===== src/verilog/phy_status_pkg.sv =====
// Package with register map, field positions and carriers of the status bank
package phy_status_pkg;

    // Management device address that owns this bank
    localparam logic [4:0]  DEVICE_ADDR       = 5'h07;

    // Register offsets
    localparam logic [15:0] EXT_STATUS_OFS    = 16'hFFF1;
    localparam logic [15:0] RX_ERR_TALLY_OFS  = 16'hFFF2;
    localparam logic [15:0] FALSE_CAR_OFS     = 16'hFFF3;
    localparam logic [15:0] RX_FAULT_OFS      = 16'hFFF4;
    localparam logic [15:0] WINDOW_DATA_OFS   = 16'hFFF5;
    localparam logic [15:0] WINDOW_SEL_OFS    = 16'hFFF7;

    // Values after reset
    localparam logic [15:0] TALLY16_RESET     = 16'h0000;
    localparam logic [7:0]  TALLY8_RESET      = 8'h00;
    localparam logic [15:0] WINDOW_SEL_RESET  = 16'h0000;

    // Saturation limits
    localparam logic [15:0] TALLY16_MAX       = 16'hFFFF;
    localparam logic [7:0]  TALLY8_MAX        = 8'hFF;

    // Status word bit positions
    localparam int SEL_MISMATCH_BIT  = 15;
    localparam int DOWNGRADE_BIT     = 14;
    localparam int CROSSED_BIT       = 13;
    localparam int REMOTE_OK_BIT     = 11;
    localparam int LOCAL_OK_BIT      = 10;
    localparam int LOCKED_BIT        = 9;
    localparam int LINK_BIT          = 8;

    // Window select field positions
    localparam int WIN_CODE_LSB      = 8;
    localparam int WIN_CODE_MSB      = 11;

    // Window select codes
    localparam logic [3:0] WIN_CODE_EXPANSION = 4'hF;
    localparam logic [3:0] WIN_CODE_BASEX     = 4'hE;
    localparam logic [3:0] WIN_CODE_NONE      = 4'h0;

    // Number of latch-high flags in the status word (bits 7:0 and 15)
    localparam int NUM_STICKY        = 9;
    localparam int MISMATCH_IDX      = 8;

    // Target reached through the window data location
    typedef enum logic [1:0] {
        WIN_NONE,
        WIN_EXPANSION,
        WIN_BASEX,
        WIN_RESERVED
    } window_target_e;

    // One-cycle event pulses from the receive datapath
    typedef struct packed {
        logic selector_mismatch;        // Partner selector field mismatch
        logic crc_error;                // CRC error seen
        logic carrier_ext_error;        // Carrier extension error
        logic bad_start_of_stream_delimiter; // False carrier
        logic bad_end_of_stream_delimiter;   // Premature end
        logic invalid_code_packet;      // Packet with invalid code
        logic tx_error_code_packet;     // Packet with transmit error code
        logic lock_lost;                // Descrambler lost lock
        logic mlt3_code_error;          // MLT3 coding error
        logic rx_error_packet;          // Non-collision packet with rx error
        logic false_carrier;            // False carrier at receive input
    } rx_events_s;

    // Live status levels from the datapath
    typedef struct packed {
        logic speed_downgraded;         // Advertised speed lowered
        logic crossed_pair_assignment;  // Pairs swapped
        logic remote_rx_ok;             // Remote receiver OK
        logic local_rx_ok;              // Local receiver OK
        logic descrambler_locked;       // Descrambler locked
        logic link_up;                  // Link established
    } rx_levels_s;

    // Management access request
    typedef struct packed {
        logic        rd;                // Read strobe, one cycle
        logic        wr;                // Write strobe, one cycle
        logic [4:0]  devad;             // Device address
        logic [15:0] addr;              // Register address
        logic [15:0] wdata;             // Write data
    } mgmt_req_s;

endpackage : phy_status_pkg


===== src/verilog/copper_phy_status_error_counters.sv =====
// Status word, clear-on-read error tallies and window selector of the copper PHY
// Functional notes
// - Bit 0 latches MLT3 error, clears on read
// - Bit 15 latches selector mismatch until read
// - Bit 14 shows speed downgrade live
// - Bit 13 shows crossed pair assignment live
// - Bit 11 latches remote not-OK low until read
// - Bit 10 latches local not-OK low until read
// - Bit 9 shows descrambler lock unlatched
// - Bit 8 shows link up
// - Bit 7 latches any CRC error since read
// - Bit 6 latches carrier extension error until read
// - Bits 5, 4 latch bad delimiters, clear on read
// - Bit 3 latches invalid code packet
// - Bit 2 latches transmit error code packet
// - Bit 1 latches descrambler lock loss
// - 16-bit rx error tally saturates, clears on read
// - Control bit swaps in serial-link CRC count
// - 8-bit false carrier tally saturates, clears read
// - Upper byte counts local not-OK entries
// - Lower byte counts remote not-OK entries
// - Control bit swaps in CRC error bits
// - Select code routes window data location
// - Host sets code and number, accesses, clears select
module copper_phy_status_error_counters
(
    input  wire logic                             clk_sys_i,          // Management clock
    input  wire logic                             rst_n_i,            // Async reset, low
    input  wire phy_status_pkg::mgmt_req_s        mgmt_req_i,         // Register access
    output logic [15:0]                           mgmt_rdata_o,       // Read data
    output logic                                  mgmt_rvalid_o,      // Read data valid
    input  wire phy_status_pkg::rx_events_s       rx_events_i,        // Event pulses
    input  wire phy_status_pkg::rx_levels_s       rx_levels_i,        // Live levels
    input  wire logic                             serdes_crc_mode_i,  // Show serial-link CRC
    input  wire logic [15:0]                      serdes_crc_count_i, // Serial-link CRC count
    input  wire logic [15:0]                      serdes_data_i,      // Serial-link data bits
    input  wire logic                             crc_bits_mode_i,    // Show CRC error bits
    input  wire logic [15:0]                      crc_err_bits_i,     // CRC error bits
    output phy_status_pkg::window_target_e        window_target_o,    // Routed window target
    output logic [7:0]                            window_reg_num_o,   // Expansion reg number
    output logic                                  window_rd_o,        // Window data read
    output logic                                  window_wr_o,        // Window data write
    output logic [15:0]                           window_wdata_o,     // Window write data
    input  wire logic [15:0]                      window_rdata_i      // Window read data
);
    import phy_status_pkg::*;

    // Decoded accesses
    logic        dev_hit;                 // Request addressed to this device
    logic        rd_status;               // Read of status word
    logic        rd_rx_err;               // Read of rx error tally
    logic        rd_false_car;            // Read of false carrier tally
    logic        rd_fault;                // Read of receiver fault tally
    logic        wr_rx_err;               // Write of rx error tally
    logic        wr_false_car;            // Write of false carrier tally
    logic        wr_fault;                // Write of receiver fault tally
    logic        win_access;              // Window data location addressed

    // Storage
    logic [NUM_STICKY-1:0] sticky_reg;    // Latch-high status flags
    logic [NUM_STICKY-1:0] sticky_evt;    // Events feeding those flags
    logic        remote_nok_reg;          // Remote not-OK seen since read
    logic        local_nok_reg;           // Local not-OK seen since read
    logic        remote_ok_d_reg;         // Previous remote OK level
    logic        local_ok_d_reg;          // Previous local OK level
    logic [15:0] rx_err_tally_reg;        // Receive error tally
    logic [7:0]  false_car_tally_reg;     // False carrier tally
    logic [7:0]  local_fault_tally_reg;   // Local not-OK entry tally
    logic [7:0]  remote_fault_tally_reg;  // Remote not-OK entry tally
    logic [15:0] window_sel_reg;          // Window selector
    logic [15:0] rdata_reg;               // Registered read data
    logic        rvalid_reg;              // Registered read valid

    // Derived
    logic        local_nok_entry;         // Local receiver entered not-OK
    logic        remote_nok_entry;        // Remote receiver entered not-OK
    logic [15:0] status_word;             // Assembled status word
    logic [15:0] rdata_next;              // Read mux result

    // Address decode
    assign dev_hit      = (mgmt_req_i.devad == DEVICE_ADDR);
    assign rd_status    = mgmt_req_i.rd && dev_hit && (mgmt_req_i.addr == EXT_STATUS_OFS);
    assign rd_rx_err    = mgmt_req_i.rd && dev_hit && (mgmt_req_i.addr == RX_ERR_TALLY_OFS);
    assign rd_false_car = mgmt_req_i.rd && dev_hit && (mgmt_req_i.addr == FALSE_CAR_OFS);
    assign rd_fault     = mgmt_req_i.rd && dev_hit && (mgmt_req_i.addr == RX_FAULT_OFS);
    assign wr_rx_err    = mgmt_req_i.wr && dev_hit && (mgmt_req_i.addr == RX_ERR_TALLY_OFS);
    assign wr_false_car = mgmt_req_i.wr && dev_hit && (mgmt_req_i.addr == FALSE_CAR_OFS);
    assign wr_fault     = mgmt_req_i.wr && dev_hit && (mgmt_req_i.addr == RX_FAULT_OFS);
    assign win_access   = dev_hit && (mgmt_req_i.addr == WINDOW_DATA_OFS);

    // Entry edges into the not-OK state
    assign local_nok_entry  = local_ok_d_reg && !rx_levels_i.local_rx_ok;
    assign remote_nok_entry = remote_ok_d_reg && !rx_levels_i.remote_rx_ok;

    // Event vector in flag order: mismatch, then bits 7 down to 0
    assign sticky_evt = {rx_events_i.selector_mismatch,
                         rx_events_i.crc_error,
                         rx_events_i.carrier_ext_error,
                         rx_events_i.bad_start_of_stream_delimiter,
                         rx_events_i.bad_end_of_stream_delimiter,
                         rx_events_i.invalid_code_packet,
                         rx_events_i.tx_error_code_packet,
                         rx_events_i.lock_lost,
                         rx_events_i.mlt3_code_error};

    // Latch-high flags, one per bit; set wins over read clear
    genvar gi;
    generate
        for (gi = 0; gi < NUM_STICKY; gi++)
        begin : g_sticky
            always_ff @(posedge clk_sys_i or negedge rst_n_i)
            begin
                if (!rst_n_i)
                    sticky_reg[gi] <= 1'b0;
                else if (sticky_evt[gi])
                    sticky_reg[gi] <= 1'b1;
                else if (rd_status)
                    sticky_reg[gi] <= 1'b0;
            end
        end
    endgenerate

    // Previous OK levels for entry detection
    always_ff @(posedge clk_sys_i or negedge rst_n_i)
    begin
        if (!rst_n_i)
        begin
            local_ok_d_reg  <= 1'b0;
            remote_ok_d_reg <= 1'b0;
        end
        else
        begin
            local_ok_d_reg  <= rx_levels_i.local_rx_ok;
            remote_ok_d_reg <= rx_levels_i.remote_rx_ok;
        end
    end

    // Latch-low receiver status; held until read while OK again
    always_ff @(posedge clk_sys_i or negedge rst_n_i)
    begin
        if (!rst_n_i)
        begin
            local_nok_reg  <= 1'b0;
            remote_nok_reg <= 1'b0;
        end
        else
        begin
            // Not-OK level holds the flag; a read while OK releases it
            if (!rx_levels_i.local_rx_ok)
                local_nok_reg <= 1'b1;
            else if (rd_status)
                local_nok_reg <= 1'b0;
            if (!rx_levels_i.remote_rx_ok)
                remote_nok_reg <= 1'b1;
            else if (rd_status)
                remote_nok_reg <= 1'b0;
        end
    end

    // Receive error tally; read clear keeps a same-cycle event
    always_ff @(posedge clk_sys_i or negedge rst_n_i)
    begin
        if (!rst_n_i)
            rx_err_tally_reg <= TALLY16_RESET;
        else if (rd_rx_err)
            rx_err_tally_reg <= {15'h0000, rx_events_i.rx_error_packet};
        else if (wr_rx_err)
            rx_err_tally_reg <= mgmt_req_i.wdata;
        else if (rx_events_i.rx_error_packet && rx_err_tally_reg != TALLY16_MAX)
            rx_err_tally_reg <= rx_err_tally_reg + 16'h0001;
    end

    // False carrier tally
    always_ff @(posedge clk_sys_i or negedge rst_n_i)
    begin
        if (!rst_n_i)
            false_car_tally_reg <= TALLY8_RESET;
        else if (rd_false_car)
            false_car_tally_reg <= {7'h00, rx_events_i.false_carrier};
        else if (wr_false_car)
            false_car_tally_reg <= mgmt_req_i.wdata[7:0];
        else if (rx_events_i.false_carrier && false_car_tally_reg != TALLY8_MAX)
            false_car_tally_reg <= false_car_tally_reg + 8'h01;
    end

    // Receiver fault tallies, local in upper byte, remote in lower
    always_ff @(posedge clk_sys_i or negedge rst_n_i)
    begin
        if (!rst_n_i)
        begin
            local_fault_tally_reg  <= TALLY8_RESET;
            remote_fault_tally_reg <= TALLY8_RESET;
        end
        else if (rd_fault)
        begin
            local_fault_tally_reg  <= {7'h00, local_nok_entry};
            remote_fault_tally_reg <= {7'h00, remote_nok_entry};
        end
        else if (wr_fault)
        begin
            local_fault_tally_reg  <= mgmt_req_i.wdata[15:8];
            remote_fault_tally_reg <= mgmt_req_i.wdata[7:0];
        end
        else
        begin
            if (local_nok_entry && local_fault_tally_reg != TALLY8_MAX)
                local_fault_tally_reg <= local_fault_tally_reg + 8'h01;
            if (remote_nok_entry && remote_fault_tally_reg != TALLY8_MAX)
                remote_fault_tally_reg <= remote_fault_tally_reg + 8'h01;
        end
    end

    // Window selector, fully writable
    always_ff @(posedge clk_sys_i or negedge rst_n_i)
    begin
        if (!rst_n_i)
            window_sel_reg <= WINDOW_SEL_RESET;
        else if (mgmt_req_i.wr && dev_hit && mgmt_req_i.addr == WINDOW_SEL_OFS)
            window_sel_reg <= mgmt_req_i.wdata;
    end

    // Window routing from the select code
    always_comb
    begin
        case (window_sel_reg[WIN_CODE_MSB:WIN_CODE_LSB])
            WIN_CODE_EXPANSION: window_target_o = WIN_EXPANSION;
            WIN_CODE_BASEX:     window_target_o = WIN_BASEX;
            WIN_CODE_NONE:      window_target_o = WIN_NONE;
            default:            window_target_o = WIN_RESERVED;
        endcase
    end

    // Window data strobes pass only to a selected target
    assign window_reg_num_o = window_sel_reg[7:0];
    assign window_rd_o      = mgmt_req_i.rd && win_access &&
                              (window_target_o inside {WIN_EXPANSION, WIN_BASEX});
    assign window_wr_o      = mgmt_req_i.wr && win_access &&
                              (window_target_o inside {WIN_EXPANSION, WIN_BASEX});
    assign window_wdata_o   = mgmt_req_i.wdata;

    // Status word assembly; bit 12 reads zero
    always_comb
    begin
        status_word                   = 16'h0000;
        status_word[7:0]              = sticky_reg[7:0];
        status_word[SEL_MISMATCH_BIT] = sticky_reg[MISMATCH_IDX];
        status_word[DOWNGRADE_BIT]    = rx_levels_i.speed_downgraded;
        status_word[CROSSED_BIT]      = rx_levels_i.crossed_pair_assignment;
        status_word[REMOTE_OK_BIT]    = !remote_nok_reg;
        status_word[LOCAL_OK_BIT]     = !local_nok_reg;
        status_word[LOCKED_BIT]       = rx_levels_i.descrambler_locked;
        status_word[LINK_BIT]         = rx_levels_i.link_up;
    end

    // Read data mux; unmapped addresses read zero
    always_comb
    begin
        rdata_next = 16'h0000;
        if (dev_hit)
        begin
            case (mgmt_req_i.addr)
                EXT_STATUS_OFS:   rdata_next = status_word;
                RX_ERR_TALLY_OFS: rdata_next = serdes_crc_mode_i ? serdes_crc_count_i
                                                                 : rx_err_tally_reg;
                FALSE_CAR_OFS:    rdata_next = serdes_crc_mode_i ? serdes_data_i
                                                                 : {8'h00, false_car_tally_reg};
                RX_FAULT_OFS:
                begin
                    if (serdes_crc_mode_i)
                        rdata_next = serdes_data_i;
                    else if (crc_bits_mode_i)
                        rdata_next = crc_err_bits_i;
                    else
                        rdata_next = {local_fault_tally_reg, remote_fault_tally_reg};
                end
                WINDOW_DATA_OFS:  rdata_next = (window_target_o inside {WIN_EXPANSION, WIN_BASEX})
                                               ? window_rdata_i : 16'h0000;
                WINDOW_SEL_OFS:   rdata_next = window_sel_reg;
                default:          rdata_next = 16'h0000;
            endcase
        end
    end

    // Registered read answer, one cycle after the strobe
    always_ff @(posedge clk_sys_i or negedge rst_n_i)
    begin
        if (!rst_n_i)
        begin
            rdata_reg  <= 16'h0000;
            rvalid_reg <= 1'b0;
        end
        else
        begin
            rvalid_reg <= mgmt_req_i.rd;
            if (mgmt_req_i.rd)
                rdata_reg <= rdata_next;
        end
    end

    assign mgmt_rdata_o  = rdata_reg;
    assign mgmt_rvalid_o = rvalid_reg;
endmodule : copper_phy_status_error_counters


===== config.mk =====
export PLATFORM = sky130hd
export DESIGN_NAME = copper_phy_status_error_counters
export DESIGN_NICKNAME = d
export VERILOG_FILES = /design/src/verilog/phy_status_pkg.sv /design/src/verilog/copper_phy_status_error_counters.sv
export SDC_FILE = /design/constraint.sdc
export NUM_CORES = 1
export LEC_CHECK = 0
export BUFFER_PORTS_ARGS = -buffer_cell sky130_fd_sc_hd__buf_2
export CAP_MARGIN = 10
export CORE_MARGIN = 2
export CORE_UTILIZATION = 50
export DETAILED_ROUTE_END_ITERATION = 7
export GPL_TIMING_DRIVEN = 0
export PLACE_DENSITY = 0.75
export REMOVE_ABC_BUFFERS = 1
export SKIP_CTS_REPAIR_TIMING = 1
export SYNTH_ARGS = -nofsm -noshare
export SYNTH_HDL_FRONTEND = slang
export SYNTH_SLANG_ARGS = --single-unit

===== constraint.sdc =====
create_clock -name clk_sys_i -period 4.5 [get_ports clk_sys_i]
set_input_delay 0.45 -clock clk_sys_i [delete_from_list [all_inputs] [get_ports clk_sys_i]]
set_output_delay 0.45 -clock clk_sys_i [all_outputs]
set_load 0.01 [all_outputs]

* After elaboration in Yosys (flattened, before gate mapping)
Cells that the tools add are included.
** Operators by class
- Bitwise gates (word level) :: 0
- Mux-type cells :: 32
- Add/sub/neg operators :: 4
- Reductions and logical operators :: 40
- Div/mod/pow operators :: 0
- Eq/ne operators :: 17
- Multipliers :: 0
- Order comparisons :: 0
- Shifts and indexed selects :: 0
** Operator list (number)
- two-way mux 16 bit :: 9
- equality test 16 bit, second input constant :: 6
- one-hot mux 16 bit (6 select lines) :: 1
- two-way mux 8 bit :: 9
- adder 8 x 1 -> 8 bit, second input constant :: 3
- != test 8 bit, second input constant :: 3
- logical AND 1 bit :: 21
- nonzero test 2 bit :: 10
- adder 16 x 1 -> 16 bit, second input constant :: 1
- != test 16 bit, second input constant :: 1
- two-way mux 1 bit :: 12
- nonzero test 3 bit :: 4
- equality test 4 bit, second input constant :: 2
- one-hot mux 2 bit (3 select lines) :: 1
- equality test 5 x 3 -> 1 bit, second input constant :: 1
- logical NOT 1 bit :: 4
- logical NOT 4 bit :: 1
- != test 2 x 1 -> 1 bit, second input constant :: 2
- equality test 2 x 1 -> 1 bit, second input constant :: 1
- equality test 2 bit, second input constant :: 1
** Word-level totals
- Memories kept :: 0
- Bits in registers :: 86
- Bits in read-only memories :: 0
- Logic and storage cells :: 113
- Input port bits :: 124
- Bits in writable memories :: 0
- Bits in latches :: 0

* Logic depth before layout (Yosys ltp)
- Depth after elaboration :: 7
- Mapped depth :: 9

* Worst setup path after synthesis
Ideal clock, no wire load.
- Path kind :: input -> register
- Start :: in mgmt_req_i[27] (netlist bit)
- End :: reg false_car_tally_reg[0]
- Required time :: 4.382 ns
- Buffers on the path :: 0
- Stages :: 5
- Arrival time :: 2.011 ns
- Setup slack :: 2.371 ns
- Cell sequence :: nand4_1 > or4_1 > nor2_1 > nor3_1 > a21o_1
** Between the ends
- Longest elaborated chain between the ends :: 4
** Ends and longest elaborated chain
- from (decl) :: line copper_phy_status_error_counters.sv:29 : input wire phy_status_pkg::mgmt_req_s mgmt_req_i,
- equality test 16 bit (*) :: line copper_phy_status_error_counters.sv:84, copper_phy_status_error_counters.sv:87
- logical AND 1 bit :: line copper_phy_status_error_counters.sv:87 : assign wr_false_car = mgmt_req_i.wr && dev_hit && (mgmt_req_i.addr == FALSE_CAR_OFS);
- two-way mux 8 bit :: line copper_phy_status_error_counters.sv:180 : else if (wr_false_car)
- two-way mux 8 bit :: line copper_phy_status_error_counters.sv:178 : else if (rd_false_car)
- to (signal assigned) :: line copper_phy_status_error_counters.sv:179 : false_car_tally_reg <= {7'h00, rx_events_i.false_carrier};
- to (signal assigned) :: line copper_phy_status_error_counters.sv:181 : false_car_tally_reg <= mgmt_req_i.wdata[7:0];
- to (signal assigned) :: line copper_phy_status_error_counters.sv:183 : false_car_tally_reg <= false_car_tally_reg + 8'h01;
- to (decl) :: line copper_phy_status_error_counters.sv:67 : logic [7:0] false_car_tally_reg;
Every way passes the cells marked *; elsewhere a longest branch is shown, timed or not.
A chain may end at the register's enable or synchronous reset.

* Final worst setup path
- Start :: in mgmt_req_i[30] (netlist bit)
- End :: reg window_sel_reg[14]
** Between the ends
- Longest elaborated chain between the ends :: 2
** Ends and longest elaborated chain
- equality test 16 bit :: line copper_phy_status_error_counters.sv:218 : else if (mgmt_req_i.wr && dev_hit && mgmt_req_i.addr == WINDOW_SEL_OFS)
- logical AND 1 bit :: line copper_phy_status_error_counters.sv:218
- to (signal assigned) :: line copper_phy_status_error_counters.sv:219 : window_sel_reg <= mgmt_req_i.wdata;
- to (decl) :: line copper_phy_status_error_counters.sv:70 : logic [15:0] window_sel_reg;
No other way between the ends.

==> impl_metrics.ini <==
[setup_path]
crit_path_end_kind = flip-flop
arrival_ns = 3.51
criticalPathCategory = in -> reg
cp_top_family = simple AND/OR/NAND/NOR gates
path_buf_inv = 1
path_max_fanout = 17
r2r-start = rx_err_tally_reg[10]
cp_cell_sequence = buf_2 > nand4_1 > nor4_4 > nand2_1 > mux2_1
cp_data_required_time_ns = 4.76
crit_slowest_cell = nor4_4
r2r-end = rx_err_tally_reg[8]
reg2regPathDepth = 6
r2r_slack_ns = 2.13
critPathMaxStageDelay_ns = 1.14
startpoint_type = input pin

[routing]
final_antenna_net_count = 0
vias_per_cell = 6.28
vias = 5618
drt-initial-drc-count = 690
drtPass1Iterations = 8
wl_um = 19200
drc_errors = 0
wl_per_cell_um = 21.5

[clock_tree]
worstSkewPairLatency_ns = 0.38
cts_made_buffers = 9
cts_root_buf = clkbuf_8
clockBufferDepth = 2
clock_sinks = 86
cts_htree_levels = 3
cts_tree = done
clkTransAtPathRegs_ns = 0.09

[finish]
antennaDiodeCount = 0
fillCellCount = 1002
fin_nets = 877
drive_gt1_frac = 0.312
areaGrowthSynthToFinish_pct = 18.0

[synth]
ys.warnings.count = 0
synth_top_area_share = 0.386
synthTopCellsByArea = dfrtp_1, mux2_2, a222oi_1
synth_cells = 618
synth_seq_cells = 86
synth.largest_area_cell = dfrtp_1
syn_area_mm2 = 0.00558
async_reset_ff_frac = 1.00
synth_edf_count = 0
yosysSeqAreaShare = 0.386
postSynthAreaPerCell_um2 = 9.02
ys_top_cells_by_count = dfrtp_1, nand2_1, mux2_2, nor2_1, o21ai_0
ys_types = 61
synth-main-ff-cell = dfrtp_1
synth_most_common_cell = dfrtp_1

[power_and_ir_drop]
power.density_mw_per_mm2 = 324
ir_drop_v = 0.000281
power_mw = 2.13
p_leak_nw = 2.95

[timing]
slew_viol_final = 0
clock_skew_ns = 0.0118
rsz0062_at_grt = no
setup_ws_ns = 1.25
worst_pin_slew_ns = 1.17
slew_headroom = 0.211
setup_violations = 0
final.period_utilization = 0.721
min_period_ns = 3.25
setup_tns_ns = 0
fmax_mhz = 308
final_hold_viol_count = 0

[placed_design]
preCtsSetupSlack_ns = 1.02
place_hpwl_um = 14100
io_buffers = 168
place_congestion = 0.992

[global_route]
grt_max_degree = 68
grt.overflow.total = 0
antenna_found_initial = 0
grt_pass1_wl_um = 29200
grt_use_total = 0.330
grt_pass1_vias = 5467

[floorplan]
die_w_um = 110
coreArea_mm2 = 0.0108
die-area_mm2 = 0.0120
fp-row-count = 38
die_h_um = 110
initial_core_util = 0.514
io_pins = 169

[hold_path]
min_path_cells = 1
hold_class = in -> reg
min_from = rx_levels_i[3]
hold_end = remote_ok_d_reg

[flow_run]
maxCapViolations = 0

[status]
outcome = completed
-- cells in the final DEF (no fill, tap or decap), types with 2 or more instances in the layout --
master / instances
nor2_1: 40
o21ai_0: 40
a21o_1: 20
and2_1: 3
a22oi_1: 8
nor3_1: 17
nor4_1: 6
xnor2_1: 11
o22ai_1: 17
or4_1: 3
mux2_2: 40
a222oi_1: 21
nand2b_1: 4
nor4_4: 2
mux2i_1: 14
o22a_1: 2
nor2b_1: 5
nand2_1: 54
clkinv_4: 2
a31oi_1: 3
a211oi_1: 3
a21oi_1: 37
xor2_1: 8
nand3_1: 20
o21ai_1: 2
clkbuf_8: 11
dfrtp_1: 86
nor3b_1: 6
ha_1: 4
buf_2: 167
nor3_2: 2
and3_1: 20
nand4_1: 14
or2_2: 2
nor4bb_1: 2
inv_1: 23
and4_1: 6
-- kinds of logic after synthesis --
kind of cell / share of synthesized area
muxes: 0.108
AOI/OAI and AO/OA: 0.192
and+or+nand+nor: 0.208
adders and majority gates: 0.00898
xor gates and xnor gates: 0.0298
DFF: 0.386
buffers and inverters: 0.0678
-- cell type report --
type | count | area [µm²] | area share
Sequential cell | 86 | 2150 | 0.327
Timing Repair Buffer | 171 | 892 | 0.136
Tap cell | 140 | 175 | 0.0266
Clock inverter | 4 | 55.1 | 0.00837
Clock buffer | 12 | 155 | 0.0236
Inverter | 23 | 86.3 | 0.0131
Multi-Input combinational cell | 458 | 3060 | 0.466
-- power by group --
group / switching [mW] / internal, mW / total, mW
Clock: 0.296 / 0.289 / 0.585
Combinational: 0.267 / 0.250 / 0.517
Sequential: 0.150 / 0.878 / 1.03
Total: 0.712 / 1.42 / 2.13
-- metrics by stage --
stage               hold slack, ns  instance area, µm²  std cells   util
floorplan                    0.154                5280        567      -
global placement             0.461                6300        875  0.581
detailed placement           0.355                6360        877  0.587
CTS                        -0.0638                6570        893  0.606
global route                 0.180                6580        894  0.607
finish                       0.195                6580        894  0.607
-- worst max-delay path by stage --
stage / start / to / slack [ns] / cells past startpoint
final: mgmt_req_i[30] / window_sel_reg[14] / 1.25 / 5
after global routing: mgmt_req_i[30] / window_sel_reg[14] / 1.12 / 5
after CTS: mgmt_req_i[30] / window_sel_reg[14] / 1.40 / 5
after detailed placement: mgmt_req_i[30] / window_sel_reg[14] / 1.02 / 5
after global placement: serdes_crc_mode_i / mgmt_rdata_o[1] / 1.11 / 6
after floorplan: mgmt_req_i[30] / window_sel_reg[14] / 2.03 / 4
-- layer usage --
layer | track usage | vias up | wire (µm)
met2 | 0.532 | 276 | 9340
li1 | - | 2555 | -
met5 | 0 | - | 0
met1 | 0.445 | 2759 | 7900
met3 | 0.0563 | 28 | 1600
met4 | 0.124 | 0 | 335
Note: power is estimated with default switching activity, not from simulation.
